==> config.mk <==
export PLATFORM = sky130hd
export DESIGN_NAME = mbts_seq
export DESIGN_NICKNAME = d
export VERILOG_FILES = /design/src/inc/mbts_pkg.sv /design/src/design/mbts_reset_sync.sv /design/src/design/mbts_seq.sv
export VERILOG_INCLUDE_DIRS = /design/src /design/src/inc
export SDC_FILE = /design/constraint.sdc
export NUM_CORES = 1
export LEC_CHECK = 0
export BUFFER_PORTS_ARGS = -buffer_cell sky130_fd_sc_hd__clkbuf_2
export CORE_ASPECT_RATIO = 1.75
export CORE_UTILIZATION = 51
export DETAILED_ROUTE_END_ITERATION = 12
export PLACE_DENSITY = 0.78
export SLEW_MARGIN = 10
export SYNTH_ARGS = -nofsm -noshare
export SYNTH_HDL_FRONTEND = slang
export SYNTH_HIERARCHICAL = 1
export SYNTH_SLANG_ARGS = --single-unit
==> constraint.sdc <==
create_clock -name clk -period 2.98 [get_ports clk]
set_input_delay 0.596 -clock clk [delete_from_list [all_inputs] [get_ports clk]]
set_output_delay 0.596 -clock clk [all_outputs]
set_load 0.03 [all_outputs]
==> src/inc/mbts_defs.svh <==
// timing constants and field widths for the muxed bus sequencer
`ifndef MBTS_DEFS_SVH
`define MBTS_DEFS_SVH
`define MBTS_MEM_CYCLES 3
`define MBTS_IO_CYCLES 4
`define MBTS_ACK_CYCLES 5
`define MBTS_ACK_AUTO_WAITS 2
`define MBTS_INTERRUPT_RETURN_FETCH_IDLE 3
`define MBTS_REFRESH_MARK_N_BITS 10
`define MBTS_KIND_W 3
`endif

==> src/inc/mbts_pkg.sv <==
// types for the muxed bus sequencer
package mbts_pkg;
   typedef enum logic [2:0] {
      MBTS_K_MEM, MBTS_K_INTERRUPT_RETURN_FETCH, MBTS_K_IOP, MBTS_K_HALT,
      MBTS_K_IO, MBTS_K_ACK, MBTS_K_REFRESH_MARK_N
   } mbts_kind_t;
   typedef enum logic [2:0] {
      MBTS_S_IDLE, MBTS_S_ADDR, MBTS_S_AUTO, MBTS_S_DATA, MBTS_S_WAIT, MBTS_S_LAST, MBTS_S_GAP
   } mbts_state_t;
endpackage

==> src/design/mbts_reset_sync.sv <==
// two-flop reset release
`timescale 1ns/100ps
`default_nettype none
module mbts_reset_sync (
   input wire logic clk,
   input wire logic rst_n,
   output logic rst_sync_n
);
   typedef struct packed {
      logic s1;
      logic s2;
   } mbts_rs_t;
   mbts_rs_t r_r;
   mbts_rs_t r_nxt;
   always_comb begin
      r_nxt = r_r;
      r_nxt.s1 = 1'b1;
      r_nxt.s2 = r_r.s1;
   end
   always_ff @(posedge clk or negedge rst_n) begin
      if (!rst_n) begin
         r_r <= '0;
      end else begin
         r_r <= r_nxt;
      end
   end
   assign rst_sync_n = r_r.s2;
endmodule
`default_nettype wire

==> src/design/mbts_seq.sv <==
// muxed address/data bus transaction sequencer
//
// Behaviour
// [RQ1] address strobe pulse starts each transaction, address valid
// [RQ2] store strobe only while write data driven
// [RQ3] release data lines before read strobe
// [RQ4] capture read data before read strobe rises
// [RQ5] stall request sampled at data point, adds cycles
// [RQ6] stall request must be synchronous to clock
// [RQ7] automatic waits precede first stall sample
// [RQ8] memory transaction three cycles without waits
// [RQ9] memory read strobe and enable timing
// [RQ10] data capture ends memory request and enable
// [RQ11] return fetch: two reads with first-cycle flag
// [RQ12] three idle cycles after each return read
// [RQ13] internal op and halt move no data
// [RQ14] ignore stall in internal op and halt
// [RQ15] halt indicator held until acknowledge or reset
// [RQ16] other transactions allowed while halted
// [RQ17] io transaction at least four cycles
// [RQ18] io strobes in cycle two, data timing
// [RQ19] acknowledge five cycles, two automatic waits
// [RQ20] vector captured before io request rises
// [RQ21] acknowledge samples stall at two points
// [RQ22] refresh puts counter out with memory request
//
// one bus cycle is one clk period; half-cycle events move to the next edge
`timescale 1ns/100ps
`default_nettype none
`include "mbts_defs.svh"
module mbts_seq #(
   parameter int AUTO_W = 4
) (
   input wire logic clk,
   input wire logic rst_n,
   input wire logic req_valid,
   input wire logic [2:0] req_kind,
   input wire logic req_write,
   input wire logic [23:0] req_addr,
   input wire logic [7:0] req_wdata,
   input wire logic [AUTO_W-1:0] auto_waits,
   input wire logic stall_n,
   input wire logic [7:0] ad_in,
   output logic req_ready,
   output logic [7:0] rdata,
   output logic rdata_valid,
   output logic [7:0] ad_out,
   output logic ad_oe_n,
   output logic [15:0] addr_hi,
   output logic address_strobe_n,
   output logic memory_request_n,
   output logic io_request_n,
   output logic first_cycle_flag_n,
   output logic read_n,
   output logic store_n,
   output logic out_enable_n,
   output logic inbound_enable_n,
   output logic refresh_mark_n,
   output logic halt_n
);
   // ---------------------------------------------------------------
   // state
   // ---------------------------------------------------------------
   typedef struct packed {
      mbts_pkg::mbts_state_t st;
      mbts_pkg::mbts_kind_t kind;
      logic wr;
      logic second;
      logic [7:0] wdata;
      logic [AUTO_W-1:0] autos;
      logic [3:0] cnt;
      logic [`MBTS_REFRESH_MARK_N_BITS-1:0] refresh_mark_n_ctr;
      logic ready;
      logic [7:0] rdata;
      logic rvalid;
      logic [7:0] ad;
      logic ad_oe_n;
      logic [15:0] ahi;
      logic as_n;
      logic memory_request_n_n;
      logic io_request_n_n;
      logic m1_n;
      logic rd_n;
      logic wr_n;
      logic oe_n;
      logic ie_n;
      logic rf_n;
      logic halt_n;
   } mbts_seq_t;

   mbts_seq_t r_r;
   mbts_seq_t r_nxt;
   logic rst_sync_n;

   mbts_reset_sync u_rst (
      .clk(clk),
      .rst_n(rst_n),
      .rst_sync_n(rst_sync_n)
   );

   // ---------------------------------------------------------------
   // helpers
   // ---------------------------------------------------------------
   function automatic logic is_read_kind(input mbts_pkg::mbts_kind_t k, input logic w);
      is_read_kind = (k == mbts_pkg::MBTS_K_MEM || k == mbts_pkg::MBTS_K_IO) ? !w
         : (k == mbts_pkg::MBTS_K_INTERRUPT_RETURN_FETCH || k == mbts_pkg::MBTS_K_ACK);
   endfunction

   function automatic logic stall_ignored(input mbts_pkg::mbts_kind_t k);
      stall_ignored = (k == mbts_pkg::MBTS_K_IOP || k == mbts_pkg::MBTS_K_HALT
         || k == mbts_pkg::MBTS_K_REFRESH_MARK_N);
   endfunction

   // ---------------------------------------------------------------
   // sequencing
   // ---------------------------------------------------------------
   always_comb begin
      r_nxt = r_r;
      r_nxt.rvalid = 1'b0;
      case (r_r.st)
         mbts_pkg::MBTS_S_IDLE: begin
            r_nxt.ready = 1'b1;
            if (req_valid && r_r.ready) begin
               r_nxt.ready = 1'b0;
               r_nxt.kind = mbts_pkg::mbts_kind_t'(req_kind);
               r_nxt.wr = req_write;
               r_nxt.wdata = req_wdata;
               r_nxt.second = 1'b0;
               r_nxt.autos = auto_waits;
               r_nxt.st = mbts_pkg::MBTS_S_ADDR;
               // address phase: strobe low, drive address, out enable [RQ1]
               r_nxt.as_n = 1'b0;
               r_nxt.oe_n = 1'b0;
               r_nxt.ad_oe_n = 1'b0;
               r_nxt.ahi = req_addr[23:8];
               r_nxt.ad = req_addr[7:0];
               if (req_kind == 3'(mbts_pkg::MBTS_K_REFRESH_MARK_N)) begin
                  // refresh counter on low lines [RQ22]
                  r_nxt.ad = r_r.refresh_mark_n_ctr[7:0];
                  r_nxt.ahi = {14'h0000, r_r.refresh_mark_n_ctr[9:8]};
               end
               if (req_kind == 3'(mbts_pkg::MBTS_K_ACK)) begin
                  r_nxt.ad_oe_n = 1'b1; // no address [RQ1]
                  r_nxt.m1_n = 1'b0;
               end
               if (req_kind == 3'(mbts_pkg::MBTS_K_INTERRUPT_RETURN_FETCH)) begin
                  r_nxt.m1_n = 1'b0; // early in cycle one [RQ11]
               end
            end
         end
         mbts_pkg::MBTS_S_ADDR: begin
            // strobe rises, address already valid [RQ1]
            r_nxt.as_n = 1'b1;
            r_nxt.cnt = 4'h2;
            case (r_r.kind)
               mbts_pkg::MBTS_K_MEM, mbts_pkg::MBTS_K_INTERRUPT_RETURN_FETCH: begin
                  r_nxt.memory_request_n_n = 1'b0; // [RQ9]
                  if (is_read_kind(r_r.kind, r_r.wr)) begin
                     r_nxt.ad_oe_n = 1'b1; // release before read strobe [RQ3]
                     r_nxt.oe_n = 1'b1;
                     r_nxt.rd_n = 1'b0;
                     r_nxt.ie_n = 1'b0; // [RQ4] [RQ9]
                  end else begin
                     r_nxt.ad = r_r.wdata;
                     r_nxt.wr_n = 1'b0; // data valid, out enable held [RQ2]
                  end
               end
               mbts_pkg::MBTS_K_HALT: begin
                  r_nxt.memory_request_n_n = 1'b0;
                  r_nxt.halt_n = 1'b0; // [RQ15]
                  r_nxt.oe_n = 1'b1;
                  r_nxt.ad_oe_n = 1'b1; // no data moved [RQ13]
               end
               mbts_pkg::MBTS_K_IOP: begin
                  r_nxt.oe_n = 1'b1;
                  r_nxt.ad_oe_n = 1'b1; // no request, no strobes [RQ13]
               end
               mbts_pkg::MBTS_K_REFRESH_MARK_N: begin
                  r_nxt.memory_request_n_n = 1'b0;
                  r_nxt.rf_n = 1'b0; // never read strobe [RQ22]
                  r_nxt.oe_n = 1'b1;
                  r_nxt.ad_oe_n = 1'b1;
               end
               mbts_pkg::MBTS_K_IO: begin
                  r_nxt.cnt = 4'h3; // four cycles [RQ17]
                  r_nxt.io_request_n_n = 1'b0; // [RQ18]
                  if (r_r.wr) begin
                     r_nxt.ad = r_r.wdata;
                     r_nxt.wr_n = 1'b0; // [RQ2] [RQ18]
                  end else begin
                     r_nxt.ad_oe_n = 1'b1; // [RQ3]
                     r_nxt.oe_n = 1'b1;
                     r_nxt.rd_n = 1'b0;
                     r_nxt.ie_n = 1'b0; // [RQ18]
                  end
               end
               default: begin
                  // acknowledge: two automatic waits first [RQ19]
                  r_nxt.oe_n = 1'b1;
                  r_nxt.cnt = 4'(`MBTS_ACK_AUTO_WAITS);
               end
            endcase
            r_nxt.st = (r_r.kind == mbts_pkg::MBTS_K_ACK) ? mbts_pkg::MBTS_S_AUTO
               : mbts_pkg::MBTS_S_DATA;
         end
         mbts_pkg::MBTS_S_AUTO: begin
            // fixed settle cycles, then stall sample before io request [RQ19] [RQ21]
            if (r_r.cnt > 4'h1) begin
               r_nxt.cnt = r_r.cnt - 4'h1;
            end else if (stall_n) begin
               r_nxt.io_request_n_n = 1'b0;
               r_nxt.rd_n = 1'b0;
               r_nxt.ie_n = 1'b0; // vector driven by interrupter [RQ20]
               r_nxt.cnt = 4'h2;
               r_nxt.st = mbts_pkg::MBTS_S_DATA;
            end
         end
         mbts_pkg::MBTS_S_DATA: begin
            if (r_r.cnt > 4'h2) begin
               r_nxt.cnt = r_r.cnt - 4'h1;
            end else if (r_r.autos != '0) begin
               // programmed waits precede stall sample [RQ7]
               r_nxt.autos = r_r.autos - 1'b1;
            end else if (!stall_n && !stall_ignored(r_r.kind)) begin
               r_nxt.st = mbts_pkg::MBTS_S_DATA; // extra cycle, resample [RQ5] [RQ6] [RQ14] [RQ21]
            end else begin
               r_nxt.st = mbts_pkg::MBTS_S_LAST;
               if (is_read_kind(r_r.kind, r_r.wr)) begin
                  // capture data at the sample point [RQ4] [RQ20]
                  r_nxt.rdata = ad_in;
                  r_nxt.rvalid = 1'b1;
               end
               if (r_r.kind != mbts_pkg::MBTS_K_INTERRUPT_RETURN_FETCH) begin
                  r_nxt.memory_request_n_n = 1'b1; // [RQ10]
                  r_nxt.ie_n = 1'b1;
               end
            end
         end
         mbts_pkg::MBTS_S_LAST: begin
            // last cycle ends; strobes and flags released, halt kept unless acknowledge [RQ8] [RQ11]
            r_nxt.memory_request_n_n = 1'b1;
            r_nxt.io_request_n_n = 1'b1;
            r_nxt.rd_n = 1'b1;
            r_nxt.wr_n = 1'b1;
            r_nxt.ie_n = 1'b1;
            r_nxt.oe_n = 1'b1;
            r_nxt.rf_n = 1'b1;
            r_nxt.ad_oe_n = 1'b1;
            r_nxt.m1_n = 1'b1;
            if (r_r.kind == mbts_pkg::MBTS_K_ACK) begin
               r_nxt.halt_n = 1'b1; // acknowledge ends halt [RQ15]
            end
            if (r_r.kind == mbts_pkg::MBTS_K_REFRESH_MARK_N) begin
               r_nxt.refresh_mark_n_ctr = r_r.refresh_mark_n_ctr + 1'b1;
            end
            r_nxt.cnt = 4'(`MBTS_INTERRUPT_RETURN_FETCH_IDLE);
            // refresh or other work may follow at once, even halted [RQ16] [RQ22]
            r_nxt.st = (r_r.kind == mbts_pkg::MBTS_K_INTERRUPT_RETURN_FETCH) ? mbts_pkg::MBTS_S_GAP
               : mbts_pkg::MBTS_S_IDLE;
            r_nxt.ready = (r_r.kind != mbts_pkg::MBTS_K_INTERRUPT_RETURN_FETCH);
         end
         mbts_pkg::MBTS_S_GAP: begin
            // idle cycles after each return read [RQ12]
            if (r_r.cnt > 4'h1) begin
               r_nxt.cnt = r_r.cnt - 4'h1;
            end else if (!r_r.second) begin
               // second read of the pair [RQ11]
               r_nxt.second = 1'b1;
               r_nxt.autos = auto_waits;
               r_nxt.as_n = 1'b0;
               r_nxt.oe_n = 1'b0;
               r_nxt.ad_oe_n = 1'b0;
               r_nxt.m1_n = 1'b0;
               r_nxt.st = mbts_pkg::MBTS_S_ADDR;
            end else begin
               r_nxt.ready = 1'b1;
               r_nxt.st = mbts_pkg::MBTS_S_IDLE;
            end
         end
         default: begin
            r_nxt.st = mbts_pkg::MBTS_S_IDLE;
         end
      endcase
   end

   always_ff @(posedge clk or negedge rst_sync_n) begin
      if (!rst_sync_n) begin
         r_r <= '0;
         r_r.st <= mbts_pkg::MBTS_S_IDLE;
         r_r.kind <= mbts_pkg::MBTS_K_MEM;
         r_r.ad_oe_n <= 1'b1;
         r_r.as_n <= 1'b1;
         r_r.memory_request_n_n <= 1'b1;
         r_r.io_request_n_n <= 1'b1;
         r_r.m1_n <= 1'b1;
         r_r.rd_n <= 1'b1;
         r_r.wr_n <= 1'b1;
         r_r.oe_n <= 1'b1;
         r_r.ie_n <= 1'b1;
         r_r.rf_n <= 1'b1;
         r_r.halt_n <= 1'b1; // reset ends halt [RQ15]
      end else begin
         r_r <= r_nxt;
      end
   end

   // ---------------------------------------------------------------
   // outputs
   // ---------------------------------------------------------------
   assign req_ready = r_r.ready;
   assign rdata = r_r.rdata;
   assign rdata_valid = r_r.rvalid;
   assign ad_out = r_r.ad;
   assign ad_oe_n = r_r.ad_oe_n;
   assign addr_hi = r_r.ahi;
   assign address_strobe_n = r_r.as_n;
   assign memory_request_n = r_r.memory_request_n_n;
   assign io_request_n = r_r.io_request_n_n;
   assign first_cycle_flag_n = r_r.m1_n;
   assign read_n = r_r.rd_n;
   assign store_n = r_r.wr_n;
   assign out_enable_n = r_r.oe_n;
   assign inbound_enable_n = r_r.ie_n;
   assign refresh_mark_n = r_r.rf_n;
   assign halt_n = r_r.halt_n;
endmodule
`default_nettype wire

* Yosys cells after proc, flatten, opt, wreduce, memory -nomap -nowiden
Index checks and enable logic that the tools add are counted.
** Operators by class
- Equality and inequality tests :: 41
- Multiplexer cells :: 81
- Add/subtract/negate cells :: 3
- Reduce and logical (&&, ||, !) cells :: 46
- Bitwise logic cells :: 3
- Magnitude comparators :: 2
** Operators by type and width (number)
- 2-to-1 mux 1 bit :: 37
- != test 2 bit (second input constant) :: 18
- 2-to-1 mux 4 bit :: 8
- one-hot mux 8 bit (2 select lines) :: 2
- AND reduction 6 bit :: 5
- 2-to-1 mux 26 bit :: 1
- 2-to-1 mux 8 bit :: 3
- == test 3 bit (second input constant) :: 7
- 2-to-1 mux 3 bit :: 7
- one-hot mux 1 bit (3 select lines) :: 7
- 2-to-1 mux 20 bit :: 1
- one-hot mux 4 bit (5 select lines) :: 1
- != test 3 bit (second input constant) :: 6
- one-hot mux 3 bit (6 select lines) :: 1
- 2-to-1 mux 16 bit :: 1
- AND reduction 4 bit :: 4
- AND reduction 5 bit :: 3
- nonzero test 3 bit :: 5
- == test 3 x 2 -> 1 bit (second input constant) :: 4
- one-hot mux 1 bit (4 select lines) :: 3
- one-hot mux 4 bit (3 select lines) :: 1
- nonzero test 4 bit :: 3
- adder 10 x 1 -> 10 bit (second input constant) :: 1
- AND reduction 10 bit :: 1
- 23 further kinds :: 46
** Storage, ports and cells
- Word-level logic and storage cells :: 202
- Output and inout port bits :: 45
- Input bits :: 52
- Bits in registers :: 81

* Depth between registers and ports, before layout
Gate-level depths: netlist of run 1.
- Depth in word-level cells :: 9
- Gate-level depth with buffers :: 7
- Mapped depth without buffers :: 7

* Hierarchy
Netlist of run 1, hierarchy kept.
** By module, submodules not included
- mbts_seq :: instances 1, area each 4247.8 um^2, cells each 444, sequential area each 1990.7 um^2
- mbts_reset_sync :: instances 1, area each 53.8 um^2, cells each 3, sequential area each 50.0 um^2

* Worst setup path before layout of run 1
No wires, ideal clock.
- Path kind :: reg2reg
- From :: register r_r[59] (netlist name)
- To :: register r_r (netlist bit rdata[1])
- Setup time :: 125 ps
- Clock period less this slack :: 1809 ps
- Arrival :: 1684 ps
- Cell stages (with the launch flop) :: 7
- Slack :: 1171 ps
- Required time :: 2855 ps
- Buffers on the path :: 0
- Cell sequence :: dfrtp_1 > inv_1 > ha_1 > nor3b_2 > nand3_2 > nor4_4 > mux2_2
** Between the ends
- Longest elaborated chain between the ends :: 3
** Ends and longest elaborated chain
- start: declaration :: line mbts_seq.sv:91 : mbts_seq_t r_r;
- start signal: assignment :: line mbts_seq.sv:303 : r_r <= r_nxt;
- nonzero test 4 bit :: line mbts_seq.sv:221 : end else if (r_r.autos != '0) begin
- inverter 1 bit (no line)
- AND reduction 5 bit (no line)
Every way passes these cells.
A chain may end at the register's enable or synchronous reset.

* Worst setup path in the final report of run 1
- From :: register r_r[78] (netlist name)
- To :: register r_r (netlist bit rdata[7])
** Between the ends
- Longest elaborated chain between the ends :: 2
** Ends and longest elaborated chain
- == test 3 x 2 -> 1 bit :: line mbts_seq.sv:120 : case (r_r.st)
- AND reduction 5 bit (no line)
Every way passes these cells.

==> results, run 1 <==
- After detailed routing, the number of vias per cell comes to roughly 5.7.
- The number of nets in the layout is between 500 and 600.
- The die is roughly 71 um wide.
- The relative area change from synthesis to final layout is 14.8%.
- The total clock buffers created by CTS is 9.
- The routed design has 10300 um of wire.
- Clock tree synthesis found a total of 81 sinks.
- The die covers a little under 0.009 mm^2.
- For this run, the detailed router's first-pass iteration total came to 5.
- The final hold violation count is 0.
- Yosys mapped a number of flops with a built-in enable equal to 0.
- The number of buffers on the longest clock path is 2.
- For this run, global-route usage on met2 was measured as 43.3%.
- The fraction of the mapped netlist area in compound gates is a little over an eighth.
- The met3 demand-to-capacity share in global routing is 4.24%.
- After synthesis, the largest family of logic cells by area is simple AND/OR/NAND/NOR gates.
- Sorting the synthesized cells by area gives the leading types as dfrtp_1 41%, nand2_1 7.9%, dfstp_2 6.7%.
- The first global-routing pass estimated around 16000 um of wire.
- Of all nets on the critical path, the largest fanout is 21.
- The H-tree depth is 3.
- The top cell types in the final layout, fill and taps aside, are 96 x clkbuf_2, 90 x nand2_1, 69 x dfrtp_1, 29 x nor2_1, 21 x o21ai_0.
- The mux cell area share after synthesis is 4.92%.
- The floorplan has 44 rows.
- The share of the clock period used by the worst path is between 70% and 80%.
- The detail route stage leaves a number of antenna-violating nets equal to 0.
- The I/O pin total is 97.
- The reg-to-reg critical path startpoint is r_r[78].
- For this run, the register share of the synthesized area comes to a little under half.
- In the final layout, the share of cells above drive strength 1 is about a third.
- The category of the worst setup path launch point is a flop.
- Across the run, the number of max-cap violations was 0.
- The total grt overflow is 0.
- The number of hold buffers added after cts is 0.
- The synthesized netlist devotes approximately 1.7% of its cell area to adder and majority cells.
- The clock network latency to the later pin of the worst-skew pair is roughly 0.34 ns.
- Summing all flip-flop and latch instances after layout gives between 0.002 and 0.0025 mm^2.
- The worst register-to-register path ends at rdata[7].
- The standby leakage power is roughly 2.5 nW.
- TritonCTS built the clock tree.
- In the post-route analysis, the smallest setup slack over all paths is about 0.77 ns.
- The count of placed standard cells including taps is 591.
- Final hold analysis gives a worst-case slack of between 0.03 and 0.04 ns.
- Summing every instance area after synthesis gives 0.00430 mm^2.
- Summing the areas of all xor and xnor instances in the mapped netlist gives under 10% of the synthesized area.
- The antenna diode instance count is 0.
- The run finished with clean final reports.
- After synthesis, the largest area contributor takes up 40.7% of total cell area.
- Timing would allow up to ~450 MHz.
- The number of fillers in the final layout is around 700.
- The setup TNS is 0 ns.
- The cell at the root of the clock tree is clkbuf_16.
- Counting distinct cell types in the post-synthesis netlist gives 65.
- The remaining max-slew budget at the tightest pin is between 30% and 40%.
- The max-slew violation count is 0.
- The leading cell type in the layout, fill and taps excluded is clkbuf_2.
- The global placement routability congestion is between 0.9 and 1.
- Setup repair after global routing left no endpoint under its margin.
- The dominant register cell in the synthesized netlist is dfrtp_1.
- The effective utilization at floorplan is around 52%.
- The worst endpoint required time is 3.20 ns.
- The pre-CTS setup slack is about 0.75 ns.
- The half-perimeter wire length after detailed placement is approximately 7600 um.
- The async set-or-reset flop fraction in the synthesized netlist is between 90% and 100%.
- The endpoint type of the worst setup path is a flop.
- The number of nets produced by synthesis is 505.
- The total of cells resized after clock tree synthesis is 0.
- The overall global routing resource usage is around 25%.
- The power density of the placed cells is approximately 1100 mW/mm^2.
- The worst path in the final design needs a cycle of between 2 and 2.5 ns, including I/O delays and setup.
- The post-CTS setup buffer count is 0.
- The met1 track utilization from global routing is 28.2%.
- The most heavily used metal layer in global routing is met2.
- The number of remaining DRC errors is 0.
- The via count of the first global-routing pass is roughly 3300.
- The average cell area after synthesis is 9.62 um^2.
- For this block, the initial DRC count from the detailed router was 231.
- The core region is just over 0.008 mm^2.
- The count of non-filler cells in the finished layout is roughly 610.
- The area taken by multi-input logic gates is 0.00188 mm^2.
- Setup violations remaining at the end of the flow were counted as 0.
- The data arrival time of the critical path is 2.43 ns.
- The wire length per cell after detailed routing is 17.0 um.
- The number of antenna violations at the first check in global routing was 0.
- The worst setup path is of the flop to flop kind.
- The clock arrives with around 0.0047 ns of skew.
- The total via count in the routed design is approximately 3500.
- Yosys printed 6 warnings.
- The synthesized design contains 81 register bits.
- The maximum number of pins on one net before global-route repair is 80.
- The min-delay analysis places its worst path in the category primary input to async pin.
- The clock transition at the registers of the reported paths is ~0.060 ns.
- Buffers placed on the I/O ports in this run total 96.
- The library cell with the largest summed area after synthesis is dfrtp_1.
- Summing the areas of all and, or, nand and nor instances in the mapped netlist gives 21.3% of the synthesized area.
- The depth of the worst register-to-register path is 4.
- In this run the vertical extent of the chip is approximately 120 um.
- The largest vdd supply drop is just over 0.0006 V.
- The number of cells produced by synthesis is between 400 and 500.
- Across all register-to-register paths, the minimum setup slack is about 0.77 ns.
- The transition time of the tightest slew-check pin is 1.01 ns.
through the flow:
| step | total power [mW] | cell area [um^2] | utilization [%] |
|---|---|---|---|
| final | 5.26 | 4940 | 59.8 |
| after global routing | 5.57 | 4940 | 59.8 |
| after CTS | 5.27 | 4940 | 59.8 |
| after detailed placement | 4.05 | 4610 | 55.8 |
| after global placement | 3.99 | 4610 | 55.8 |
| after floorplan | 3.68 | 4300 | - |
final cells by class:
class	instances	area share, %
sequential	81	41.4
multi-input combinational	305	38.0
timing repair buffer	103	10.8
clock buffer	12	5.19
tap	92	2.33
clock inverter	4	1.52
inverter	10	0.760
sequential cells by signal, summed over array words and instances, names as in the netlist:
name,flops
ad_oe_n,1
ad_out,8
addr_hi,16
address_strobe_n,1
first_cycle_flag_n,1
halt_n,1
inbound_enable_n,1
io_request_n,1
memory_request_n,1
out_enable_n,1
r_r,34
rdata,8
rdata_valid,1
read_n,1
refresh_mark_n,1
req_ready,1
store_n,1
u_rst/r_nxt,1
u_rst/rst_sync_n,1
report_power, final:
group	internal (mW)	switching, mW
logic	0.720	1.37
clock network	0.780	0.435
registers	1.54	0.417
worst max-delay path, cell delays in order, from the launching register on:
cell	delay, ns
dfrtp_1	0.66
inv_1	0.32
nand3_4	0.15
nor4_4	0.57
mux2_2	0.41
per-layer routing:
| layer | share of wire (%) | up-vias |
|---|---|---|
| li1 | - | 1634 |
| met1 | 37 | 1687 |
| met2 | 55 | 134 |
| met3 | 5.0 | 25 |
| met4 | 3.6 | 0 |
| met5 | 0 | - |
how the worst max path moves through the flow:
| stage | startpoint | slack [ns] | end |
|---|---|---|---|
| final | r_r[78] | 0.77 | rdata[7] |
| after CTS | r_r[78] | 0.74 | rdata[7] |
| after global placement | r_r[78] | 0.85 | rdata[4] |
| after global routing | r_r[77] | 0.58 | ad_out[3] |
| after floorplan | u_rst/rst_sync_n | 0.58 | ad_out[0] |
| after detailed placement | r_r[78] | 0.75 | rdata[7] |
cells by family after synthesis:
group	Yosys count
other	1
adders and majority gates	6
buffers and inverters	61
muxes	19
DFF	81
and+or+nand+nor	184
AOI/OAI and AO/OA	85
xor gates and xnor gates	10
cell usage after synthesis (7+ instances only):
| master | instances |
|---|---|
| buf_2 | 9 |
| o21ai_0 | 21 |
| a21oi_1 | 18 |
| a22oi_1 | 11 |
| dfrtp_1 | 70 |
| dfstp_2 | 11 |
| mux2_2 | 16 |
| nand2_1 | 90 |
| nor2_1 | 29 |
| nand3_1 | 18 |
| inv_1 | 10 |
| buf_4 | 36 |
| nor2b_1 | 7 |
Power figures use the tool's default switching activity.
==> run 2, diff against run 1 <==
--- a/config.mk
+++ b/config.mk
@@ -8,7 +8,7 @@
 export LEC_CHECK = 0
 export BUFFER_PORTS_ARGS = -buffer_cell sky130_fd_sc_hd__clkbuf_2
 export CORE_ASPECT_RATIO = 1.75
-export CORE_UTILIZATION = 51
+export CORE_UTILIZATION = 49
 export DETAILED_ROUTE_END_ITERATION = 12
 export PLACE_DENSITY = 0.78
 export SLEW_MARGIN = 10
==> constraint.sdc (replaced) <==
create_clock -name clk -period 1.9 [get_ports clk]
set_input_delay 0.38 -clock clk [delete_from_list [all_inputs] [get_ports clk]]
set_output_delay 0.38 -clock clk [all_outputs]
set_load 0.03 [all_outputs]
==> results, run 2 (synthesis results as in run 1) <==
- The total grt overflow is 0 (unchanged).
- The number of remaining DRC errors is 0 (unchanged).
- The DRC marker count from the first detailed-route iteration is 248 (+7.4%).
- The number of flip-flops under the largest register name came to 34 (unchanged).
- The clock sink total is 81 (unchanged).
- TritonCTS built the clock tree.
- The number of nets in the layout was 598 (+5.3%).
- The number of antenna violations at the first check in global routing is 0 (unchanged).
- The horizontal extent of the die is 72.8 um (+2.0%).
- The cell depth of the worst hold path is 3.
- The final setup violation count is 0 (unchanged).
- The total chip power is 8.32 mW (+58%).
- In the layout the commonest cells are 96 x clkbuf_2, 90 x nand2_1, 69 x dfrtp_1, 33 x buf_4, 27 x nor2_1.
- The H-tree depth came to 3 (unchanged).
- The largest register by flop count is r_r.
- The cell at the root of the clock tree is clkbuf_16.
- The worst endpoint required time is 2.11 ns (-1.09 ns).
- The number of max-capacitance violations reported is 0 (unchanged).
- The maximum single-stage delay on the critical path is 0.43 ns (-0.23 ns).
- The final setup slack of the worst path was 0.102 ns (-0.665 ns).
- The overall global routing resource usage is 24.4% (-0.24 points).
- The die extent in y is 126 um (+2.0%).
- The kind of critical path is flop to flop.
- The wire length after detailed routing is 10700 um (+4.0%).
- The first-pass iteration count of the detailed router is 4 (-1).
- The final hold violation count is 0 (unchanged).
- The leading cell type in the layout, fill and taps excluded is clkbuf_2.
- The global placement routability congestion is 0.908 (-1.4%).
- The total clock buffers created by CTS came to 9 (unchanged).
- The antenna diode instance count was 0 (unchanged).
- The clock transition at the registers of the reported paths is 0.06 ns (about the same).
- The depth of the worst register-to-register path is 6 (+2).
- The via density per instance is 5.40 (-5.7%).
- The number of buffers on the longest clock path was 2 (unchanged).
- The area growth from synthesis to layout is 20.7%.
- The total via count in the routed design is 3567 (+2.5%).
- The I/O pin total is 97 (unchanged).
- The effective utilization at floorplan is 51.1% (-1.0 points).
- The cell row count is 44 (unchanged).
- In this run the worst hold path is classified as primary input to flop.
- The half-perimeter wire length after detailed placement is 8060 um (+6.5%).
- The final-layout worst hold slack is 0.236 ns (+0.198 ns).
- The wire length of the first global-routing pass is 17200 um (+5.4%).
- The share of the clock period used by the worst path is 94.6% (+20 points).
- The remaining max-slew budget at the tightest pin was 60.5% (+28 points).
- The power density of the placed cells is 1600 mW/mm^2 (+51%).
- The via count of the first global-routing pass is 3624 (+9.6%).
- On the critical path, the stage with the largest delay is an instance of dfrtp_1.
- The highest clock frequency the design can meet was 556 MHz (+23%).
- The final setup skew is 0.00684 ns (+0.00216 ns).
- The worst setup path is captured at a flop.
- The max-slew violation count is 0 (unchanged).
- The core box area is 0.00842 mm^2 (+2.0%).
- The category of the worst setup path launch point is a flop.
- The die footprint is 0.00917 mm^2 (+4.0%).
- The wire length per cell after detailed routing is 16.2 um (-4.4%).
- The fraction of layout cells with a size suffix above 1 came to 37.1% (+4.4 points).
- The standby leakage power is 2.61 nW (+5.7%).
- The run finished with clean final reports.
- Traced cell by cell, the critical path runs through or2_2 -> nor2_4 -> a221oi_2 -> buf_4 -> a221oi_1 -> a21oi_1.
- The largest vdd supply drop is 0.000927 V (+50%).
- The number of nets with antenna violations after routing is 0 (unchanged).
- The critical-path maximum fanout was 8 (-62%).
- The setup TNS came to 0 ns (unchanged).
- The time the final worst path needs with I/O delays and setup was 1.80 ns (-0.415 ns).
- The maximum number of pins on one net before global-route repair is 41 (-49%).
- The clock network latency to the later pin of the worst-skew pair is 0.33 ns (about the same).
- The data arrival time of the critical path is 2.01 ns (-0.42 ns).
- The transition time of the tightest slew-check pin is 0.590 ns (-0.416 ns).
- The pre-CTS setup slack is 0.0346 ns (-0.718 ns).
- The number of buffers added on ports is 96 (unchanged).
## run 2: cell types whose count changed in the layout (fill, tap and decap cells not counted), moves of 2 or more
cell,before,now
inv_2,0,2
nor2_2,2,4
clkinv_2,0,2
buf_12,0,2
nor2_1,29,27
inv_1,10,8
buf_4,7,33
bufinv_16,2,0
## run 2: area by class of cell
class                      instances  area, um^2
clock inverter                     4        26.3
sequential                        81        2040
tap                              115         144
inverter                          10        37.5
timing repair buffer             133         790
fill                             707        3230
clock buffer                      12         256
multi-input combinational        305        1890
## run 2: what timing repair did
item	in CTS	in global routing
setup endpoints to repair	0	18
setup buffers	0	4
endpoints found under the hold margin	2	0
resized for setup	0	8
hold buffers	1	0
## run 2: worst paths after layout
check                                       from  endpoint  slack [ns]
worst max-delay path                     r_r[57]   r_r[59]        0.10
min in group asynchronous       u_rst/rst_sync_n   r_r[50]        0.25
worst max register to register           r_r[57]   r_r[59]        0.10
worst min-delay path                req_wdata[6]   r_r[69]        0.24
worst min register to register  u_rst/rst_sync_n   r_r[50]        0.25
max in group asynchronous       u_rst/rst_sync_n   ad_oe_n        1.06
## run 2: where the power goes
part           switching, mW  internal [mW]  total (mW)
clock network          0.676          0.956        1.63
logic                   2.36           1.40        3.76
registers              0.518           2.41        2.93
## run 2: per-stage QoR
stage	cell area (um^2)	instances	util [%]
2_1_floorplan	4300	447	-
3_3_place_gp	4850	639	57.6
3_5_place_dp	4850	639	57.6
4_1_cts	5140	656	61.1
5_1_grt	5190	660	61.6
6_report	5190	660	61.6
## run 2: layer usage
metal	wire length, um	vias to the layer above	track usage [%]
met4	382	0	12.3
met3	416	32	4.32
met5	0	-	0
met1	4020	1732	27.4
met2	5880	111	43.1
li1	-	1692	-
## run 2: critical path: cells and delay by family (launching register included)
| kind | cells | cell delay (ns) |
|---|---|---|
| simple gates | 2 | 0.61 |
| compound gates | 3 | 0.47 |
| flops | 1 | 0.43 |
| buf+inv | 1 | 0.17 |
==> run 3, diff against run 2 <==
--- a/config.mk
+++ b/config.mk
@@ -8,9 +8,10 @@
 export LEC_CHECK = 0
 export BUFFER_PORTS_ARGS = -buffer_cell sky130_fd_sc_hd__clkbuf_2
 export CORE_ASPECT_RATIO = 1.75
-export CORE_UTILIZATION = 49
+export CORE_UTILIZATION = 51
+export CTS_BUF_LIST = sky130_fd_sc_hd__clkbuf_8
 export DETAILED_ROUTE_END_ITERATION = 12
-export PLACE_DENSITY = 0.78
+export PLACE_DENSITY = 0.81
 export SLEW_MARGIN = 10
 export SYNTH_ARGS = -nofsm -noshare
 export SYNTH_HDL_FRONTEND = slang
==> results, run 3 (synthesis results as in run 1) <==
- The number of fillers in the final layout is 696 (-1.6%).
- The largest register by flop count is r_r.
- The die extent in y is 123 um (-1.9%).
- The wire length after detailed routing is 10700 um (+0.21%).
- The TritonCTS clock tree is yes.
- The library cell used most frequently in the layout, excluding fill and tap cells, is clkbuf_2.
- The number of max-capacitance violations reported is 0 (unchanged).
- The first-pass iteration count of the detailed router is 4 (unchanged).
- The via count of the first global-routing pass is 3534 (-2.5%).
- The H-tree depth is 3 (unchanged).
- The power density of the placed cells is 1560 mW/mm^2 (-2.9%).
- The relative area change from synthesis to final layout is 18.8%.
- The clock network latency to the later pin of the worst-skew pair is 0.36 ns (+0.03 ns).
- The flow ran to the end, and the final reports show no timing, DRC or antenna violations.
- The kind of critical path is flop to flop.
- The core box area is 0.00826 mm^2 (-2.0%).
- The number of buffers added on ports was 96 (unchanged).
- The number of nets with antenna violations after routing is 0 (unchanged).
- The standby leakage power was 2.58 nW (-1.0%).
- The setup TNS was 0 ns (unchanged).
- The antenna diode instance count came to 0 (unchanged).
- The clock transition at the registers of the reported paths is 0.09 ns (+0.03 ns).
- The highest clock frequency the design can meet is 546 MHz (-1.8%).
- The number of nets in the layout is 601 (+0.50%).
- The final setup violation count is 0 (unchanged).
- The total clock buffers created by CTS is 9 (unchanged).
- The depth of the worst register-to-register path is 7 (+1).
- The share of the clock period used by the worst path came to 96.4% (+1.7 points).
- The clock sink total is 81 (unchanged).
- The critical-path maximum fanout is 8 (unchanged).
- The final setup skew is 0.0148 ns (+0.00795 ns).
- STA classifies the critical path endpoint as a flop.
- The cell at the root of the clock tree is clkbuf_8.
- The DRC marker count from the first detailed-route iteration is 157 (-37%).
- The final hold violation count is 0 (unchanged).
- The global placement routability congestion is 0.923 (+1.6%).
- The wire length per cell after detailed routing is 16.8 um (+3.3%).
- The I/O pin total came to 97 (unchanged).
- The worst endpoint required time was 2.14 ns (+0.03 ns).
- The horizontal extent of the die was 71.4 um (-1.9%).
- The fraction of layout cells with a size suffix above 1 is 38.1% (+1.1 points).
- The max-slew violation count is 0 (unchanged).
- Setup repair after global routing could not meet its margin everywhere.
- The number of flip-flops under the largest register name is 34 (unchanged).
- The number of remaining DRC errors is 0 (unchanged).
- The data arrival time of the critical path is 2.07 ns (+0.06 ns).
- The half-perimeter wire length after detailed placement is 8050 um (-0.13%).
- The area of all placed cells without fillers is 0.00511 mm^2 (-1.5%).
- The category of the worst setup path launch point is a flop.
- The overall global routing resource usage is 25.0% (+0.60 points).
- The effective utilization at floorplan came to 52.1% (+1.0 points).
- The total via count in the routed design is 3614 (+1.3%).
- The total chip power is 7.96 mW (-4.4%).
- The cell row count is 44 (unchanged).
- In the layout the commonest cells are 96 x clkbuf_2, 90 x nand2_1, 68 x dfrtp_1, 37 x buf_4, 26 x nor2_1.
- The wire length of the first global-routing pass came to 16700 um (-3.0%).
- The maximum number of pins on one net before global-route repair is 71 (+73%).
- The via density per instance is 5.65 (+4.5%).
- The min-delay analysis places its worst path in the category flop to async pin.
- The number of buffers on the longest clock path is 2 (unchanged).
- The largest vdd supply drop is 0.000845 V (-8.9%).
- The time the final worst path needs with I/O delays and setup is 1.83 ns (+0.0325 ns).
- The total grt overflow is 0 (unchanged).
- The die footprint is 0.00882 mm^2 (-3.8%).
- The number of antenna violations at the first check in global routing is 0 (unchanged).
- The instance area after placement came to 0.00485 mm^2 (about the same).
[run 3: cell type report]
type	count	area, um^2	area share [%]
Tap cell	92	115	2.25
Clock inverter	6	58.8	1.15
Multi-Input combinational cell	305	1920	37.5
Sequential cell	81	2050	40.0
Inverter	10	37.5	0.734
Clock buffer	10	138	2.69
Timing Repair Buffer	136	800	15.6
[run 3: per-stage QoR]
step                hold slack [ns]  instances  setup slack (ns)  utilization, %
global route                  0.169        640           -0.0321            61.9
global placement              0.148        622           0.00445            58.8
CTS                           0.160        639            0.0220            61.4
detailed placement            0.157        622          -0.00740            58.8
finish                        0.164        640            0.0692            61.9
floorplan                    0.0844        447            0.0911               -
[run 3: path summary, 6_finish.rpt]
kind / start / endpoint / slack, ns
hold / removal: u_rst/rst_sync_n / ad_out[3] / 0.16
max in group asynchronous: u_rst/rst_sync_n / out_enable_n / 1.09
setup / recovery: r_r[59] / rdata[4] / 0.07
setup reg to reg: r_r[59] / rdata[4] / 0.07
hold reg to reg: u_rst/rst_sync_n / ad_out[3] / 0.16
min in group clk: req_wdata[5] / r_r[68] / 0.21
[run 3: worst max-delay path: stages, from the launching register on]
cell and delay [ns]:
dfrtp_1 0.40, inv_2 0.10, ha_1 0.15, nor3b_4 0.23, nand3_2 0.15, nor4_4 0.17, buf_6 0.17, mux2_2 0.33
[run 3: repair_timing]
item                                    CTS  global route
endpoints found under the setup margin    4            26
buffers inserted                          0             1
gates resized for setup                   2            11
hold endpoints to repair                  2             0
gates cloned                              0             0
pin swaps                                 0             1
hold buffers                              1             0
[run 3: metal layers]
metal / track usage [%] / share of wire [%]
met2: 44.9 / 55
met4: 16.0 / 4.3
met3: 4.07 / 3.7
met1: 26.9 / 37
met5: 0 / 0
[run 3: where the power goes]
| group | switching [mW] | total [mW] | leakage [nW] | internal (mW) |
|---|---|---|---|---|
| clock network | 0.629 | 1.26 | 0.0995 | 0.634 |
| registers | 0.517 | 2.91 | 0.997 | 2.39 |
| logic | 2.37 | 3.78 | 1.48 | 1.42 |
